[src/design/dcrb_params.svh]
// Register map, field layout, defaults and counts for the configuration bank
`ifndef DCRB_PARAMS_SVH
`define DCRB_PARAMS_SVH
`define DCRB_ADDR_W 15
`define DCRB_OFF_SPC 15'h0000
`define DCRB_OFF_REV 15'h0006
`define DCRB_OFF_STROBE 15'h0010
`define DCRB_OFF_COEF_LO 15'h0011
`define DCRB_OFF_COEF_HI 15'h0027
`define DCRB_OFF_APIN 15'h0028
`define DCRB_OFF_SYNC 15'h0029
`define DCRB_OFF_MIX 15'h002a
`define DCRB_OFF_CLK 15'h002b
`define DCRB_OFF_DPIN 15'h002c
`define DCRB_OFF_CORE 15'h002d
`define DCRB_OFF_SUM 15'h002e
`define DCRB_OFF_STAT 15'h002f
`define DCRB_N_COEF 23
`define DCRB_BIT_RST 7
`define DCRB_BIT_LSB 6
`define DCRB_BIT_INC 5
`define DCRB_BIT_4W 4
`define DCRB_MSK_STROBE 8'h03
`define DCRB_MSK_APIN 8'h03
`define DCRB_MSK_SYNC 8'h3f
`define DCRB_MSK_MIX 8'h5f
`define DCRB_MSK_CLK 8'h1f
`define DCRB_MSK_ONE 8'h01
`define DCRB_DEF_SPC 4'h0
`define DCRB_SPC_RST 4'h8
`define DCRB_DEF_STROBE 8'h00
`define DCRB_DEF_APIN 8'h00
`define DCRB_DEF_SYNC 8'h2d
`define DCRB_DEF_MIX 8'h18
`define DCRB_DEF_CLK 8'h02
`define DCRB_DEF_DPIN 8'h01
`define DCRB_DEF_CORE 8'h00
`define DCRB_DEF_COEF 184'h000f1dd7c00fc00f1d977e88c00fc00f0f0060_00000000
`define DCRB_INSTR_LAST 4'hf
`define DCRB_BYTE_LAST 4'h7
`define DCRB_REV_ID 4'h3
`endif

[src/design/dcrb_pkg.sv]
// Types shared by the configuration bank
package dcrb_pkg;
  typedef enum logic [1:0] {
    PH_IDLE = 2'b00,
    PH_INSTR = 2'b01,
    PH_DATA = 2'b10
  } dcrb_phase_t;
endpackage

[src/design/dcrb_bank.sv]
// Serial-port configuration register bank with soft reset and boot status
`timescale 1ns/1ps
`default_nettype none
`include "dcrb_params.svh"
// Contract
// - Writing 1 to serial control bit 7 puts the device in soft reset.
// - Soft reset holds until host writes 0 to both the reset bit 7 and its mirror bit 0.
// - During soft reset all configuration registers hold their defaults.
// - Bit 6 selects bit order: 0 MSB first, 1 LSB first.
// - Bit 5 steps multibyte address: 0 downward, 1 upward.
// - Bit 4 low: data pin bidirectional, serial output pin off.
// - Bit 4 high: data pin input only, serial output drives reads when serial output pin enable is set.
// - Bits 3..0 mirror bits 4..7 and always hold the same values.
// - Clock divider register holds 3-bit and 2-bit dividers, default 0x02.
// - Strobe register has 2-bit load field, upper bits zero, default 0x00.
// - Load field rising from zero copies coefficient bytes to active filter.
// - Checksum register returns checksum computed at last boot load.
// - Status bit 0 reads 1 after good boot, 0 after timeout.
module dcrb_bank #(
  parameter logic [3:0] REV_ID = `DCRB_REV_ID, // Arbitrary value
  parameter int N_COEF = `DCRB_N_COEF
) (
  input wire logic clock,
  input wire logic rstn,
  input wire logic sclk,
  input wire logic csn,
  input wire logic sdio_i,
  output logic sdio_o,
  output logic sdio_oe,
  output logic serial_data_out,
  output logic serial_data_out_oe,
  input wire logic boot_busy,
  input wire logic boot_done,
  input wire logic boot_timeout,
  input wire logic [7:0] boot_sum,
  input wire logic [7:0] boot_sum_stored,
  output logic soft_reset,
  output logic [2:0] input_clock_divider,
  output logic [1:0] ref_clock_divider,
  output logic [7:0] analog_pin_cfg,
  output logic [7:0] sync_cfg,
  output logic [7:0] mixer_cfg,
  output logic serial_out_pin_enable,
  output logic core_reset,
  output logic coef_load_fire,
  output logic [N_COEF*8-1:0] active_coef
);
  logic [2:0] sclk_s_reg, csn_s_reg, din_s_reg;
  logic sclk_f_reg, csn_f_reg, din_f_reg, sclk_p_reg;
  dcrb_pkg::dcrb_phase_t ph_reg;
  logic [3:0] cnt_reg;
  logic [15:0] sr_reg;
  logic rw_reg;
  logic [`DCRB_ADDR_W-1:0] addr_reg;
  logic dout_reg;
  logic [3:0] spc_reg;
  logic [7:0] strobe_reg, apin_reg, sync_reg, mix_reg, clk_reg, dpin_reg, core_reg;
  logic [7:0] coef_reg [N_COEF];
  logic [7:0] sum_reg;
  logic [2:0] stat_reg;
  logic strobe_p_reg;
  logic [N_COEF*8-1:0] act_reg;

  // Pin filtering: change accepted once stages two and three agree
  always_ff @(posedge clock)
  begin
    sclk_s_reg <= {sclk_s_reg[1:0], sclk};
    csn_s_reg <= {csn_s_reg[1:0], csn};
    din_s_reg <= {din_s_reg[1:0], sdio_i};
    if (!rstn)
    begin
      sclk_f_reg <= 1'b0;
      csn_f_reg <= 1'b1;
      din_f_reg <= 1'b0;
      sclk_p_reg <= 1'b0;
    end
    else
    begin
      if (sclk_s_reg[1] == sclk_s_reg[2]) sclk_f_reg <= sclk_s_reg[2];
      if (csn_s_reg[1] == csn_s_reg[2]) csn_f_reg <= csn_s_reg[2];
      if (din_s_reg[1] == din_s_reg[2]) din_f_reg <= din_s_reg[2];
      sclk_p_reg <= sclk_f_reg;
    end
  end

  wire active = !csn_f_reg && !boot_busy;
  wire rise = active && sclk_f_reg && !sclk_p_reg;
  wire fall = active && !sclk_f_reg && sclk_p_reg;
  wire lsb_first = spc_reg[2];
  wire addr_up = spc_reg[1];
  wire four_wire = spc_reg[0];
  assign soft_reset = spc_reg[3];

  // Bit order of the shifter
  // order select
  wire [15:0] sr_next = lsb_first ? {din_f_reg, sr_reg[15:1]} : {sr_reg[14:0], din_f_reg};
  wire [7:0] wr_byte = lsb_first ? sr_next[15:8] : sr_next[7:0];
  wire instr_end = rise && ph_reg == dcrb_pkg::PH_INSTR && cnt_reg == `DCRB_INSTR_LAST;
  wire byte_end = rise && ph_reg == dcrb_pkg::PH_DATA && cnt_reg == `DCRB_BYTE_LAST;
  wire wr_fire = byte_end && !rw_reg;

  // Frame sequencer
  always_ff @(posedge clock)
  begin
    if (!rstn || !active)
    begin
      ph_reg <= dcrb_pkg::PH_IDLE;
      cnt_reg <= 4'h0;
      sr_reg <= 16'h0000;
      rw_reg <= 1'b0;
      addr_reg <= '0;
    end
    else
    begin
      case (ph_reg)
        dcrb_pkg::PH_IDLE:
        begin
          ph_reg <= dcrb_pkg::PH_INSTR;
          cnt_reg <= 4'h0;
        end
        dcrb_pkg::PH_INSTR:
          if (rise)
          begin
            sr_reg <= sr_next;
            cnt_reg <= instr_end ? 4'h0 : cnt_reg + 4'h1;
            if (instr_end)
            begin
              ph_reg <= dcrb_pkg::PH_DATA;
              rw_reg <= sr_next[15];
              addr_reg <= sr_next[14:0];
            end
          end
        dcrb_pkg::PH_DATA:
          if (rise)
          begin
            sr_reg <= sr_next;
            cnt_reg <= byte_end ? 4'h0 : cnt_reg + 4'h1;
            if (byte_end) addr_reg <= addr_up ? addr_reg + 15'h0001 : addr_reg - 15'h0001;
          end
        default: ph_reg <= dcrb_pkg::PH_IDLE;
      endcase
    end
  end

  // Write decode
  wire we_spc = wr_fire && addr_reg == `DCRB_OFF_SPC;
  wire we_strobe = wr_fire && addr_reg == `DCRB_OFF_STROBE;
  wire we_coef = wr_fire && addr_reg >= `DCRB_OFF_COEF_LO && addr_reg <= `DCRB_OFF_COEF_HI;
  wire we_apin = wr_fire && addr_reg == `DCRB_OFF_APIN;
  wire we_sync = wr_fire && addr_reg == `DCRB_OFF_SYNC;
  wire we_mix = wr_fire && addr_reg == `DCRB_OFF_MIX;
  wire we_clk = wr_fire && addr_reg == `DCRB_OFF_CLK;
  wire we_dpin = wr_fire && addr_reg == `DCRB_OFF_DPIN;
  wire we_core = wr_fire && addr_reg == `DCRB_OFF_CORE;
  wire [4:0] coef_idx = 5'(addr_reg - `DCRB_OFF_COEF_LO);
  // Either nibble of a mirror pair sets the stored bit
  // mirror merge
  wire [3:0] spc_wr = wr_byte[7:4] | {wr_byte[0], wr_byte[1], wr_byte[2], wr_byte[3]};
  wire [3:0] spc_next = we_spc ? (spc_wr[3] ? `DCRB_SPC_RST : spc_wr) : spc_reg;
  wire hold_def = spc_next[3];

  always_ff @(posedge clock)
  begin
    if (!rstn)
      spc_reg <= `DCRB_DEF_SPC;
    else
      spc_reg <= spc_next;
  end

  always_ff @(posedge clock)
  begin
    if (!rstn || hold_def)
    begin
      strobe_reg <= `DCRB_DEF_STROBE;
      apin_reg <= `DCRB_DEF_APIN;
      sync_reg <= `DCRB_DEF_SYNC;
      mix_reg <= `DCRB_DEF_MIX;
      clk_reg <= `DCRB_DEF_CLK;
      dpin_reg <= `DCRB_DEF_DPIN;
      core_reg <= `DCRB_DEF_CORE;
    end
    else
    begin
      if (we_strobe) strobe_reg <= wr_byte & `DCRB_MSK_STROBE;
      if (we_apin) apin_reg <= wr_byte & `DCRB_MSK_APIN;
      if (we_sync) sync_reg <= wr_byte & `DCRB_MSK_SYNC;
      if (we_mix) mix_reg <= wr_byte & `DCRB_MSK_MIX;
      if (we_clk) clk_reg <= wr_byte & `DCRB_MSK_CLK;
      if (we_dpin) dpin_reg <= wr_byte & `DCRB_MSK_ONE;
      if (we_core) core_reg <= wr_byte & `DCRB_MSK_ONE;
    end
  end

  wire [N_COEF*8-1:0] coef_def = `DCRB_DEF_COEF;
  logic [N_COEF*8-1:0] coef_flat;
  genvar gi;
  generate
    for (gi = 0; gi < N_COEF; gi++)
    begin : g_coef
      assign coef_flat[(N_COEF-gi)*8-1 -: 8] = coef_reg[gi];
      always_ff @(posedge clock)
      begin
        if (!rstn || hold_def)
          coef_reg[gi] <= coef_def[(N_COEF-gi)*8-1 -: 8];
        else if (we_coef && coef_idx == 5'(gi))
          coef_reg[gi] <= wr_byte;
      end
    end
  endgenerate

  wire strobe_set = strobe_reg[1:0] != 2'b00;
  assign coef_load_fire = strobe_set && !strobe_p_reg;
  always_ff @(posedge clock)
  begin
    if (!rstn)
    begin
      strobe_p_reg <= 1'b0;
      act_reg <= `DCRB_DEF_COEF;
    end
    else
    begin
      strobe_p_reg <= strobe_set;
      if (coef_load_fire) act_reg <= coef_flat;
    end
  end

  always_ff @(posedge clock)
  begin
    if (!rstn)
    begin
      sum_reg <= 8'h00;
      stat_reg <= 3'h0;
    end
    else if (boot_done)
    begin
      sum_reg <= boot_sum;
      stat_reg <= {boot_timeout || boot_sum != boot_sum_stored,
                   !boot_timeout && boot_sum == boot_sum_stored, !boot_timeout};
    end
  end

  // Read decode; unmapped addresses read zero
  // mirror readback
  wire [7:0] spc_rd = {spc_reg, spc_reg[0], spc_reg[1], spc_reg[2], spc_reg[3]};
  wire [7:0] rd_byte =
    addr_reg == `DCRB_OFF_SPC ? spc_rd :
    addr_reg == `DCRB_OFF_REV ? {4'h0, REV_ID} :
    addr_reg == `DCRB_OFF_STROBE ? strobe_reg :
    we_coef || (addr_reg >= `DCRB_OFF_COEF_LO && addr_reg <= `DCRB_OFF_COEF_HI) ? coef_reg[coef_idx] :
    addr_reg == `DCRB_OFF_APIN ? apin_reg :
    addr_reg == `DCRB_OFF_SYNC ? sync_reg :
    addr_reg == `DCRB_OFF_MIX ? mix_reg :
    addr_reg == `DCRB_OFF_CLK ? clk_reg :
    addr_reg == `DCRB_OFF_DPIN ? dpin_reg :
    addr_reg == `DCRB_OFF_CORE ? core_reg :
    addr_reg == `DCRB_OFF_SUM ? sum_reg :
    addr_reg == `DCRB_OFF_STAT ? {5'h00, stat_reg} : 8'h00;

  // Read data launched at falling serial clock
  wire [2:0] bit_sel = lsb_first ? cnt_reg[2:0] : 3'h7 - cnt_reg[2:0];
  always_ff @(posedge clock)
  begin
    if (!rstn)
      dout_reg <= 1'b0;
    else if (fall && ph_reg == dcrb_pkg::PH_DATA && rw_reg)
      dout_reg <= rd_byte[bit_sel];
  end

  wire reading = active && ph_reg == dcrb_pkg::PH_DATA && rw_reg;
  assign sdio_o = dout_reg;
  assign serial_data_out = dout_reg;
  assign sdio_oe = reading && !four_wire;
  assign serial_data_out_oe = reading && four_wire && dpin_reg[0];

  assign input_clock_divider = clk_reg[4:2];
  assign ref_clock_divider = clk_reg[1:0];
  assign analog_pin_cfg = apin_reg;
  assign sync_cfg = sync_reg;
  assign mixer_cfg = mix_reg;
  assign serial_out_pin_enable = dpin_reg[0];
  assign core_reset = core_reg[0];
  assign active_coef = act_reg;
endmodule
`default_nettype wire

[config.mk]
export PLATFORM = sky130hd
export DESIGN_NAME = dcrb_bank
export DESIGN_NICKNAME = d
export VERILOG_FILES = /design/src/design/dcrb_pkg.sv /design/src/design/dcrb_bank.sv
export VERILOG_INCLUDE_DIRS = /design/src /design/src/design
export SDC_FILE = /design/constraint.sdc
export NUM_CORES = 1
export LEC_CHECK = 0
export BUFFER_PORTS_ARGS = -buffer_cell sky130_fd_sc_hd__buf_2
export CORE_ASPECT_RATIO = 0.7
export CORE_MARGIN = 2
export CORE_UTILIZATION = 30
export CTS_CLUSTER_SIZE = 28
export DETAILED_ROUTE_END_ITERATION = 10
export SYNTH_ARGS = -nofsm -noshare
export SYNTH_HDL_FRONTEND = slang
export SYNTH_SLANG_ARGS = --single-unit
[constraint.sdc]
create_clock -name clock -period 4.3 [get_ports clock]
set_input_delay 0.215 -clock clock [delete_from_list [all_inputs] [get_ports clock]]
set_output_delay 0.215 -clock clock [all_outputs]
set_load 0.01 [all_outputs]
After elaboration in Yosys (flattened, before gate mapping)
Memories as Yosys holds them, arrays and structs flattened. A register that Yosys moved wholly into a read port is not among the register bits.
Cells that the tools add are included.

word-level totals
  bits in registers = 91
  bits in latches = 0
  RAM bits = 184
  bits in read-only memories = 0
  output and inout bits = 221
  memories = 1

cells by class
  add/subtract/negate cells = 5
  multiply operators = 0
  div/mod/pow operators = 0
  order comparisons = 3
  equal/unequal tests = 45
  shift operators = 0
  muxes and demuxes = 127
  bitwise operators = 25
  reductions and logical operators = 102

memories
  name      words  bits a word  rd ports  clocked after memory_dff  wr ports  line             RTL
  coef_reg  23     8            24        23                        23        dcrb_bank.sv:58  logic [7:0] coef_reg [N_COEF];

operators by type and width
  kind                   count
  $mux 8                 35
  $eq 15x6->1 const B    8
  $mux 15                5
  $mux 1                 72
  $logic_and 1x1->1      53
  $eq 5x4->1 const B     8
  $eq 5x5->1 const B     7
  $logic_not 1->1        33
  $pmux 15 s2            1
  $mux 4                 6
  $or 1x1->1             23
  $eq 5x3->1 const B     4
  $mux 16                1
  $add 15x1->15 const B  1
  $eq 15x3->1 const B    1
  $eq 15x5->1 const B    1
  $ge 15x5->1 const B    1
  $le 15x6->1 const B    1
  $logic_not 15->1       1
  $sub 15x1->15 const B  1
  $pmux 4 s3             1
  $eq 5x2->1 const B     2
  $reduce_and 3->1       3
  $eq 8x8->1             1
  26 further kinds       37

Logic depth before layout (Yosys ltp)
Gate-level depths: netlist of the first run.

  depth in word-level cells = 16
  gate-level depth with buffers = 14
  depth with buffers taken out = 10

Least setup slack after synthesis of the first run
Ideal clock, no wire load.

  kind = register to register
  from = reg addr_reg[1]
  to = reg dout_reg (netlist: sdio_o)
  library setup time = 116 ps
  arrival = 3,041 ps
  required time = 4,184 ps
  slack = 1,142 ps
  stages on the path, launching flop included = 12
  buffers on the path = 2
  clock period less this slack = 3,158 ps
  path through = dfxtp_1 -> inv_1 -> ha_1 -> buf_4 -> buf_2 -> mux4_2 -> mux4_2 -> o21ai_0 -> o211ai_1 -> a311oi_1 -> o211ai_1 -> a41o_1

between the ends
  word-level cells in the longest chain between the ends = 15

ends and longest elaborated chain
  what                              line              RTL
  from (decl)                       dcrb_bank.sv:54   logic [`DCRB_ADDR_W-1:0] addr_reg;
  from (signal assigned)            dcrb_bank.sv:130  addr_reg <= sr_next[14:0];
  from (signal assigned)            dcrb_bank.sv:138  if (byte_end) addr_reg <= addr_up ? addr_reg + 15'h0001 : addr_reg - 15'h0001;
  $eq 15x6->1 (no line)             n/a
  $mux 3                            dcrb_bank.sv:257  addr_reg == `DCRB_OFF_STAT ? {5'h00, stat_reg} : 8'h00;
  $mux 8                            dcrb_bank.sv:256  addr_reg == `DCRB_OFF_SUM ? sum_reg :
  $mux 8                            dcrb_bank.sv:255  addr_reg == `DCRB_OFF_CORE ? core_reg :
  $mux 8                            dcrb_bank.sv:254  addr_reg == `DCRB_OFF_DPIN ? dpin_reg :
  $mux 8                            dcrb_bank.sv:253  addr_reg == `DCRB_OFF_CLK ? clk_reg :
  $mux 8                            dcrb_bank.sv:252  addr_reg == `DCRB_OFF_MIX ? mix_reg :
  $mux 8                            dcrb_bank.sv:251  addr_reg == `DCRB_OFF_SYNC ? sync_reg :
  $mux 8                            dcrb_bank.sv:250  addr_reg == `DCRB_OFF_APIN ? apin_reg :
  $mux 8                            dcrb_bank.sv:249  we_coef || (addr_reg >= `DCRB_OFF_COEF_LO && addr_reg <= `DCRB_OFF_COEF_HI) ? coef_reg[coef_idx] :
  $mux 8                            dcrb_bank.sv:248  addr_reg == `DCRB_OFF_STROBE ? strobe_reg :
  $mux 8                            dcrb_bank.sv:247  addr_reg == `DCRB_OFF_REV ? {4'h0, REV_ID} :
  $mux 8 (*)                        dcrb_bank.sv:246  addr_reg == `DCRB_OFF_SPC ? spc_rd :
  $bmux 1 s3 (*)                    dcrb_bank.sv:266  dout_reg <= rd_byte[bit_sel];
  $mux 1 (implied by the code) (*)  dcrb_bank.sv:266
  to (signal assigned)              dcrb_bank.sv:266
  to (decl)                         dcrb_bank.sv:55   logic dout_reg;

Every way passes the cells marked *; elsewhere a longest branch is shown, timed or not. The select of a mux whose other input is x is not followed.
A chain may end at the register's enable or synchronous reset.

==> results of run 1 <==
## layer usage
layer	up-vias	share of wire	GRT usage
met5	-	0.00018	0
met4	4	0.022	0.0475
met3	112	0.11	0.0676
met2	815	0.41	0.285
met1	8245	0.46	0.301
li1	7752	-	-
## metrics by stage
step	setup slack (ns)	power, W
after floorplan	1.14	0.00491
final	0.686	0.00939
after global routing	0.411	0.00967
after detailed placement	0.670	0.00507
after CTS	0.683	0.00944
after global placement	0.801	0.00507
## worst max-delay path, stage by stage (launching register included)
cell and delay, ns:
dfxtp_2 0.34, inv_2 0.26, ha_2 0.48, nor4b_2 0.42, nor3b_2 0.44, a21oi_1 0.21, o21ai_4 0.51, buf_12 0.28
or3_1 0.30, nor2_1 0.07
## where the power goes
part           internal, W  switching [W]
logic             0.000108       0.000144
clock network      0.00257        0.00182
registers          0.00462       0.000124
total              0.00731        0.00209
## cell families after synthesis
family,share of synthesized area
fa+ha+maj,0.0150
buf+inv,0.0409
other cells,0.000183
xor+xnor,0.0115
simple gates,0.210
compound gates,0.120
flops,0.538
mux,0.0645
## final cells by class
class	instances	share of cell area
inverters	16	0.00255
clock inverters	29	0.0146
flip-flops and latches	459	0.450
multi-input cells	1482	0.357
well taps	902	0.0460
clock buffers	61	0.0530
repair buffers	316	0.0764
## cells in the mapped netlist, drive strengths merged, types with 6 or more instances
library cell	number
a211oi	35
a21boi	125
a21o	6
a21oi	67
a31oi	9
and2	11
and3	7
buf	52
clkbuf	119
dfxtp	275
edfxtp	184
ha	23
inv	15
mux2	6
mux2i	24
mux4	45
nand2	509
nand3	94
nand4	8
nor2	228
nor2b	27
nor3	42
nor4	8
o211ai	13
o21ai	57
or3	22
xnor2	16
xor2	11
## path summary, 6_finish.rpt
kind | start | endpoint | slack (ns) | depth (start not counted)
min reg2reg | csn_s_reg[0] | csn_s_reg[1] | 0.32 | 0
max | addr_reg[0] | coef_reg[20][5] | 0.69 | 9
min | boot_sum_stored[0] | stat_reg[2] | 0.05 | 4
max reg2reg | addr_reg[0] | coef_reg[20][5] | 0.69 | 9
==> summary.md, run 1 <==
| Metric | Value |
|---|---|
| Initial core utilization | 0.302 |
| Cell Count, Final, Fillers Out | 3265 |
| Core Util, Final | 0.361 |
| Largest net degree at the start of global routing | 133 |
| Antenna Violating Nets Remaining | 0 |
| Via count | 16900 |
| Row count | 80 |
| Worst IR Drop VDD | 217 µV |
| Vias in the first global route | 15900 |
| Drt drc | 0 |
| CTS tree | yes |
| Post-synth top area share | 0.270 |
| Drt pass-1 iters | 6 |
| Detail Placement HPWL | 54600 µm |
| Static leakage | 8.82 nW |
| Hold_ws | 0.0495 ns |
| Height of the chip | 223 µm |
| Nets | 2371 |
| P&R area growth vs syn | 19.7% |
| Ys flop type | dfxtp_1 |
| Fin crit period | 3.61 ns |
| Seq/Total Area, Yosys | 0.538 |
| Final WL | 73800 µm |
| Port Buf Inserts | 234 |
| Yosys reg bits | 459 |
| Vias per inst | 5.18 |
| Setup bufs post-CTS | 0 |
| Period utilization | 0.840 |
| Remaining global-route overflow | 0 |
| Most frequent cells in the layout | nand2_1 (508), dfxtp_1 (273), buf_2 (233) |
| Least-Margin Pin Slew | 1.25 ns |
| Sequential cell area | 11000 µm² |
| RSZ-0062 raised after global routing | false |
| Top cells by area, synth | edfxtp_1 (27%), dfxtp_1 (27%), nand2_1 (9.3%) |
| CP startpoint kind | flop |
| Layout cell share with drive strength beyond 1 | 0.201 |
| CTS root buf | clkbuf_16 |
| Post-DP Area | 22700 µm² |
| Worst-path clk slew | 0.06 ns |
| Area of the mapped netlist | 20500 µm² |
| Depth of the CTS H-tree | 2 |
| Number of synthesized flops with an enable pin | 184 |
| Element type at the critical path end | flop |
| Multi-input gate area | 8760 µm² |
| Clock Latency Late Sink | 0.61 ns |
| Die Wd | 316 µm |
| Synth cell types | 83 |
| Hold Crit Class | input pin to flop |
| Highest Clock Rate | 277 MHz |
| Core area | 67900 µm² |
| MaxCap Viol Count | 0 |
| Crit Path Max Fanout | 35 |
| PwrDens | 383 nW/µm² |
| Most common cell after layout, fill and taps aside | nand2_1 |
| All-layer global routing usage | 0.204 |
| Setup TNS | 0 ns |
| Async SR Flop Fraction | 0 |
| First-pass GRT wire length | 106000 µm |
| Syn_area_per_cell | 9.67 µm² |
| Mapped Cells | 2119 |
| Die area | 70400 µm² |
| Ports | 245 |
| Fin Clk Skew | 0.0264 ns |
| Final Hold Fails | 0 |
| WP data arrival | 3.95 ns |
| Worst path required time | 4.63 ns |
| Resize count post-CTS | 0 |
| Synth warn | 0 |
| Post-route design area | 24500 µm² |
| Post-synth top area cell | edfxtp_1 |
| Run status | finished, final reports clean |
| Max Root-Sink Buffers | 3 |
| Antenna diodes | 0 |
| Initial DRC count | 1925 |
| Avg WL per Cell | 22.6 µm |
| Cts hold-fix bufs | 13 |
| Post-placement cell count | 3162 |
| Initial antenna violation count | 6 |
| Endpoints failing setup | 0 |
| Max Slew Vio Count | 0 |
| Fillcell total | 6862 |
| # clock sinks | 459 |
| Relative slew slack | 0.164 |
| GP Congestion | 0.922 |
| Cts bufs inserted | 48 |
| WS Path Type | flop to flop |
Power figures use the tool's default switching activity.
==> run 2: changes to the inputs <==
==> constraint.sdc (replaced) <==
create_clock -name clock -period 3.1 [get_ports clock]
set_input_delay 0.155 -clock clock [delete_from_list [all_inputs] [get_ports clock]]
set_output_delay 0.155 -clock clock [all_outputs]
set_load 0.01 [all_outputs]
==> summary.md, run 2 (same netlist as run 1, synthesis figures left out) <==
| Metric | Value |
|---|---|
| Endpoints failing setup | 0 (unchanged) |
| Least-Margin Pin Slew | 0.925 ns (-0.329 ns) |
| Remaining global-route overflow | 0 (unchanged) |
| Element type at the critical path end | flop |
| Initial antenna violation count | 5 (-1) |
| Via count | 17400 (+2.5%) |
| First-pass GRT wire length | 111000 µm (+4.1%) |
| Max Slew Vio Count | 0 (unchanged) |
| Post-DP Area | 23200 µm² (+2.1%) |
| # clock sinks | 459 (unchanged) |
| CP peak stage delay | 0.38 ns (-0.13 ns) |
| Crit Path Max Fanout | 40 (+14%) |
| Cts bufs inserted | 49 (+2.1%) |
| Core Util, Final | 0.370 (+0.00920) |
| Fillcell total | 6838 (-0.35%) |
| Hold Crit Class | input pin to flop |
| Post-route design area | 25100 µm² (+2.5%) |
| Die area | 70400 µm² (unchanged) |
| CTS tree | yes |
| Vias in the first global route | 16300 (+2.8%) |
| Relative slew slack | 0.383 (+0.219) |
| Initial core utilization | 0.302 (unchanged) |
| Height of the chip | 223 µm (unchanged) |
| Initial DRC count | 1801 (-6.4%) |
| Slowest-stage cell, CP | mux2_2 |
| PwrDens | 524 nW/µm² (+37%) |
| Die Wd | 316 µm (unchanged) |
| Crit-path most repeated cell | mux2_2 |
| Most common cell after layout, fill and taps aside | nand2_1 |
| Tot Pwr | 0.0132 W (+40%) |
| RSZ-0062 raised after global routing | false |
| Period utilization | 0.973 (+0.132) |
| Largest net degree at the start of global routing | 185 (+39%) |
| CTS root buf | clkbuf_16 |
| Core area | 67900 µm² (unchanged) |
| Ports | 245 (unchanged) |
| All-layer global routing usage | 0.213 (+0.00889) |
| Clock Latency Late Sink | 0.62 ns (about the same) |
| Cell Count, Final, Fillers Out | 3334 (+2.1%) |
| Depth of the CTS H-tree | 2 (unchanged) |
| Worst IR Drop VDD | 389 µV (+79%) |
| Run status | finished, final reports clean |
| Bufs and invs on worst path | 2 (unchanged) |
| WP data arrival | 3.51 ns (-0.44 ns) |
| Highest Clock Rate | 332 MHz (+20%) |
| Final WL | 76800 µm (+4.1%) |
| Fin Clk Skew | 0.0375 ns (+0.0111 ns) |
| Fin crit period | 3.02 ns (-0.599 ns) |
| P&R area growth vs syn | 22.7% |
| Avg WL per Cell | 23.0 µm (+1.9%) |
| WS Path Type | flop to flop |
| Post-placement cell count | 3220 (+1.8%) |
| Worst path required time | 3.60 ns (-1.03 ns) |
| Antenna Violating Nets Remaining | 0 (unchanged) |
| CP startpoint kind | flop |
| Row count | 80 (unchanged) |
| Nets | 2439 (+2.9%) |
| MaxCap Viol Count | 0 (unchanged) |
| Port Buf Inserts | 234 (unchanged) |
| GP Congestion | 0.947 (+2.7%) |
| Static leakage | 9.22 nW (+4.6%) |
| Reg-to-reg slack, setup | 0.08 ns (-0.60 ns) |
| Worst-path clk slew | 0.06 ns (about the same) |
| Layout cell share with drive strength beyond 1 | 0.227 (+0.0255) |
| Drt pass-1 iters | 7 (+1) |
| Antenna diodes | 0 (unchanged) |
| Final Hold Fails | 0 (unchanged) |
| Max Root-Sink Buffers | 3 (unchanged) |
| Setup TNS | 0 ns (unchanged) |
| CP top delay family | compound AO/OA/AOI/OAI gates |
| Most frequent cells in the layout | nand2_1 (508), dfxtp_1 (269), buf_2 (233) |
| Critical-path cell list | buf_4 -> buf_12 -> mux2_2 -> mux2_2 -> mux2_2 -> o2111ai_1 -> a311oi_1 -> a311oi_1 -> o211ai_1 -> a41o_1 |
| Detail Placement HPWL | 56400 µm (+3.2%) |
| Vias per inst | 5.21 (+0.40%) |
| Drt drc | 0 (unchanged) |
[run 2: metal layers]
| metal | share of wire | up-vias | GRT usage |
|---|---|---|---|
| met5 | 0.00074 | - | 0 |
| met4 | 0.023 | 8 | 0.0526 |
| met3 | 0.12 | 121 | 0.0754 |
| met2 | 0.40 | 810 | 0.290 |
| met1 | 0.46 | 8515 | 0.316 |
| li1 | - | 7901 | - |
[run 2: worst paths after layout]
check                     start       endpoint  cells past startpoint
max reg2reg         addr_reg[0]         sdio_o                     10
min reg2reg       sclk_s_reg[0]  sclk_s_reg[1]                      0
max                 addr_reg[0]         sdio_o                     10
min          boot_sum_stored[0]    stat_reg[1]                      4
[run 2: repair_timing]
item / CTS / global route
buffers inserted: 0 / 7
pin swaps: 0 / 1
resized for setup: 1 / 10
hold buffers: 15 / 0
endpoints found under the setup margin: 1 / 69
hold endpoints to repair: 25 / 0
[run 2: area by class of cell]
cell class / instances / area [µm²] / area share
flip-flops and latches: 459 / 11000 / 0.439
clock inverters: 34 / 354 / 0.0141
repair buffers: 383 / 2480 / 0.0988
clock buffers: 58 / 1340 / 0.0534
well taps: 902 / 1130 / 0.0449
multi-input cells: 1482 / 8720 / 0.347
inverters: 16 / 66.3 / 0.00264
[run 2: worst reg2reg max path, stage by stage (launching register included)]
cell,delay (ns)
dfxtp_2,0.33
buf_4,0.21
buf_12,0.29
mux2_2,0.42
mux2_2,0.29
mux2_2,0.27
o2111ai_1,0.28
a311oi_1,0.14
a311oi_1,0.28
o211ai_1,0.15
a41o_1,0.25
[run 2: power breakdown]
part | leakage (nW) | internal [W] | switching [W]
Combinational | 4.38 | 0.000161 | 0.000201
Sequential | 4.01 | 0.00641 | 0.000198
Clock | 0.834 | 0.00361 | 0.00259
Total | 9.22 | 0.0102 | 0.00299
[run 2: per-stage QoR]
stage / hold slack, ns / worst slack (ns)
4_1_cts: 0.0524 / 0.0740
3_5_place_dp: 0.262 / -0.0161
6_report: 0.0791 / 0.0849
2_1_floorplan: 0.183 / 0.0169
3_3_place_gp: 0.258 / -0.000467
5_1_grt: 0.0813 / 0.00883
==> run 3: changes to the inputs <==
--- a/config.mk
+++ b/config.mk
@@ -8,10 +8,11 @@
 export LEC_CHECK = 0
 export BUFFER_PORTS_ARGS = -buffer_cell sky130_fd_sc_hd__buf_2
 export CORE_ASPECT_RATIO = 0.7
-export CORE_MARGIN = 2
 export CORE_UTILIZATION = 30
 export CTS_CLUSTER_SIZE = 28
 export DETAILED_ROUTE_END_ITERATION = 10
+export PLACE_DENSITY = 0.46
+export SETUP_SLACK_MARGIN = 0.3
 export SYNTH_ARGS = -nofsm -noshare
 export SYNTH_HDL_FRONTEND = slang
 export SYNTH_SLANG_ARGS = --single-unit
==> summary.md, run 3 (same netlist as run 1, synthesis figures left out) <==
| Metric | Value |
|---|---|
| Most common cell after layout, fill and taps aside | nand2_1 |
| Vias per inst | 5.14 (-1.3%) |
| Layout cell share with drive strength beyond 1 | 0.247 (+0.0197) |
| Relative slew slack | 0.393 (+0.00928) |
| Drt pass-1 iters | 5 (-2) |
| Run status | finished, final reports clean |
| Element type at the critical path end | flop |
| Initial core utilization | 0.306 (+0.00382) |
| Ports | 245 (unchanged) |
| Clock Latency Late Sink | 0.60 ns (-0.02 ns) |
| Initial antenna violation count | 2 (-3) |
| WS Path Type | flop to flop |
| Remaining global-route overflow | 0 (unchanged) |
| Via count | 17200 (-0.86%) |
| Max Root-Sink Buffers | 3 (unchanged) |
| CP top delay family | multiplexers |
| Height of the chip | 221 µm (-0.90%) |
| GP Congestion | 0.934 (-1.4%) |
| Core area | 67000 µm² (-1.2%) |
| Slowest-stage cell, CP | mux4_2 |
| First-pass GRT wire length | 111000 µm (+0.65%) |
| Post-placement cell count | 3222 (+0.062%) |
| Worst IR Drop VDD | 417 µV (+7.2%) |
| P&R area growth vs syn | 25.0% |
| Tot Pwr | 0.0132 W (+0.14%) |
| Static leakage | 9.41 nW (+2.0%) |
| Sequential cell area | 11000 µm² (about the same) |
| Least-Margin Pin Slew | 0.911 ns (-0.0139 ns) |
| All-layer global routing usage | 0.221 (+0.00847) |
| Worst path required time | 3.59 ns (about the same) |
| Endpoints failing setup | 0 (unchanged) |
| MaxCap Viol Count | 0 (unchanged) |
| Critical-path cell list | inv_8 -> ha_4 -> buf_6 -> mux4_2 -> mux4_2 -> or2_1 -> a21oi_2 -> a211o_1 -> o211ai_1 -> a41o_1 |
| Antenna Violating Nets Remaining | 0 (unchanged) |
| Final Hold Fails | 0 (unchanged) |
| CP peak stage delay | 0.50 ns (+0.12 ns) |
| WP data arrival | 3.40 ns (-0.11 ns) |
| Crit-path most repeated cell | mux4_2 |
| Highest Clock Rate | 344 MHz (+3.8%) |
| Hold Crit Class | input pin to flop |
| Detail Placement HPWL | 57900 µm (+2.6%) |
| CTS tree | yes |
| Initial DRC count | 1870 (+3.8%) |
| Vias in the first global route | 15900 (-2.5%) |
| Port Buf Inserts | 234 (unchanged) |
| Cts bufs inserted | 50 (+2.0%) |
| Drt drc | 0 (unchanged) |
| Nets | 2463 (+0.98%) |
| RSZ-0062 raised after global routing | true |
| Cell Count, Final, Fillers Out | 3349 (+0.45%) |
| # clock sinks | 459 (unchanged) |
| Final WL | 79100 µm (+2.9%) |
| Max Slew Vio Count | 0 (unchanged) |
| Die Wd | 314 µm (-0.63%) |
| Crit Path Max Fanout | 10 (-75%) |
| Setup TNS | 0 ns (unchanged) |
| Multi-input gate area | 8930 µm² (+2.4%) |
| CTS root buf | clkbuf_16 |
| Period utilization | 0.937 (-0.0354) |
| Depth of the CTS H-tree | 2 (unchanged) |
| Reg-to-reg slack, setup | 0.19 ns (+0.11 ns) |
| Most frequent cells in the layout | nand2_1 (505), dfxtp_1 (266), buf_2 (233) |
| Fin Clk Skew | 0.0233 ns (-0.0142 ns) |
| Bufs and invs on worst path | 2 (unchanged) |
| Hold_ws | 0.0485 ns (-0.0306 ns) |
| Fin crit period | 2.91 ns (-0.110 ns) |
| CP startpoint kind | flop |
| Row count | 79 (-1.3%) |
| Avg WL per Cell | 23.6 µm (+2.5%) |
| Fillcell total | 6680 (-2.3%) |
| Largest net degree at the start of global routing | 185 (unchanged) |
| PwrDens | 516 nW/µm² (-1.7%) |
| Die area | 69300 µm² (-1.5%) |
| Worst-path clk slew | 0.07 ns (about the same) |
| Core Util, Final | 0.382 (+0.0117) |
## run 3: cell count changes in the layout (fill, tap and decap cells not counted), moves of 6 or more
cell,delta
o21ai_0,-22
o21ai_1,+11
buf_4,+10
o21ai_2,+10
clkbuf_1,+8
buf_6,+6
## run 3: final cells by class
cell class	count	share of cell area
tap	891	0.0435
sequential	459	0.431
antenna	1	0.0000977
inverter	16	0.00283
clock buffer	66	0.0540
timing repair buffer	406	0.108
multi-input combinational	1482	0.349
clock inverter	28	0.0113
## run 3: metal layers
metal  routed length (µm)  part of all wire  global-route usage  vias up
li1                     -                 -                   -     7972
met1                38400              0.49               0.342     8345
met2                30700              0.39               0.298      811
met3                 8820              0.11              0.0672       77
met4                 1140             0.014              0.0405        0
met5                    0                 0                   0        -
## run 3: timing repair
action / CTS / global route
hold endpoints to repair: 20 / 0
cloned: 0 / 1
resized for setup: 14 / 52
setup endpoints to repair: 117 / 308
pin swaps: 5 / 20
hold buffers: 16 / 0
setup buffers: 1 / 14
## run 3: tightest hold or removal path, delay by kind of cell
family	cells	cell delay [ns]
buffers and inverters	1	0.21
multiplexers	1	0.18
AND/OR/NAND/NOR	1	0.05
## run 3: worst paths after layout
path                     start            to  depth (start not counted)
setup reg to reg   addr_reg[0]        sdio_o                         10
hold reg to reg   csn_s_reg[0]  csn_s_reg[1]                          0
setup / recovery   addr_reg[0]        sdio_o                         10
hold / removal       boot_done    sum_reg[2]                          3
## run 3: where the power goes
group,switching (W),internal [W],leakage [nW]
sequential,0.000206,0.00641,4.01
clock,0.00262,0.00357,0.819
combinational,0.000217,0.000177,4.58
## run 3: metrics by stage
step | setup slack [ns] | cell area [µm²]
after floorplan | 0.248 | 20600
after global placement | 0.0576 | 23300
after detailed placement | 0.0569 | 23300
after CTS | 0.125 | 25200
after global routing | 0.0954 | 25600
final | 0.195 | 25600
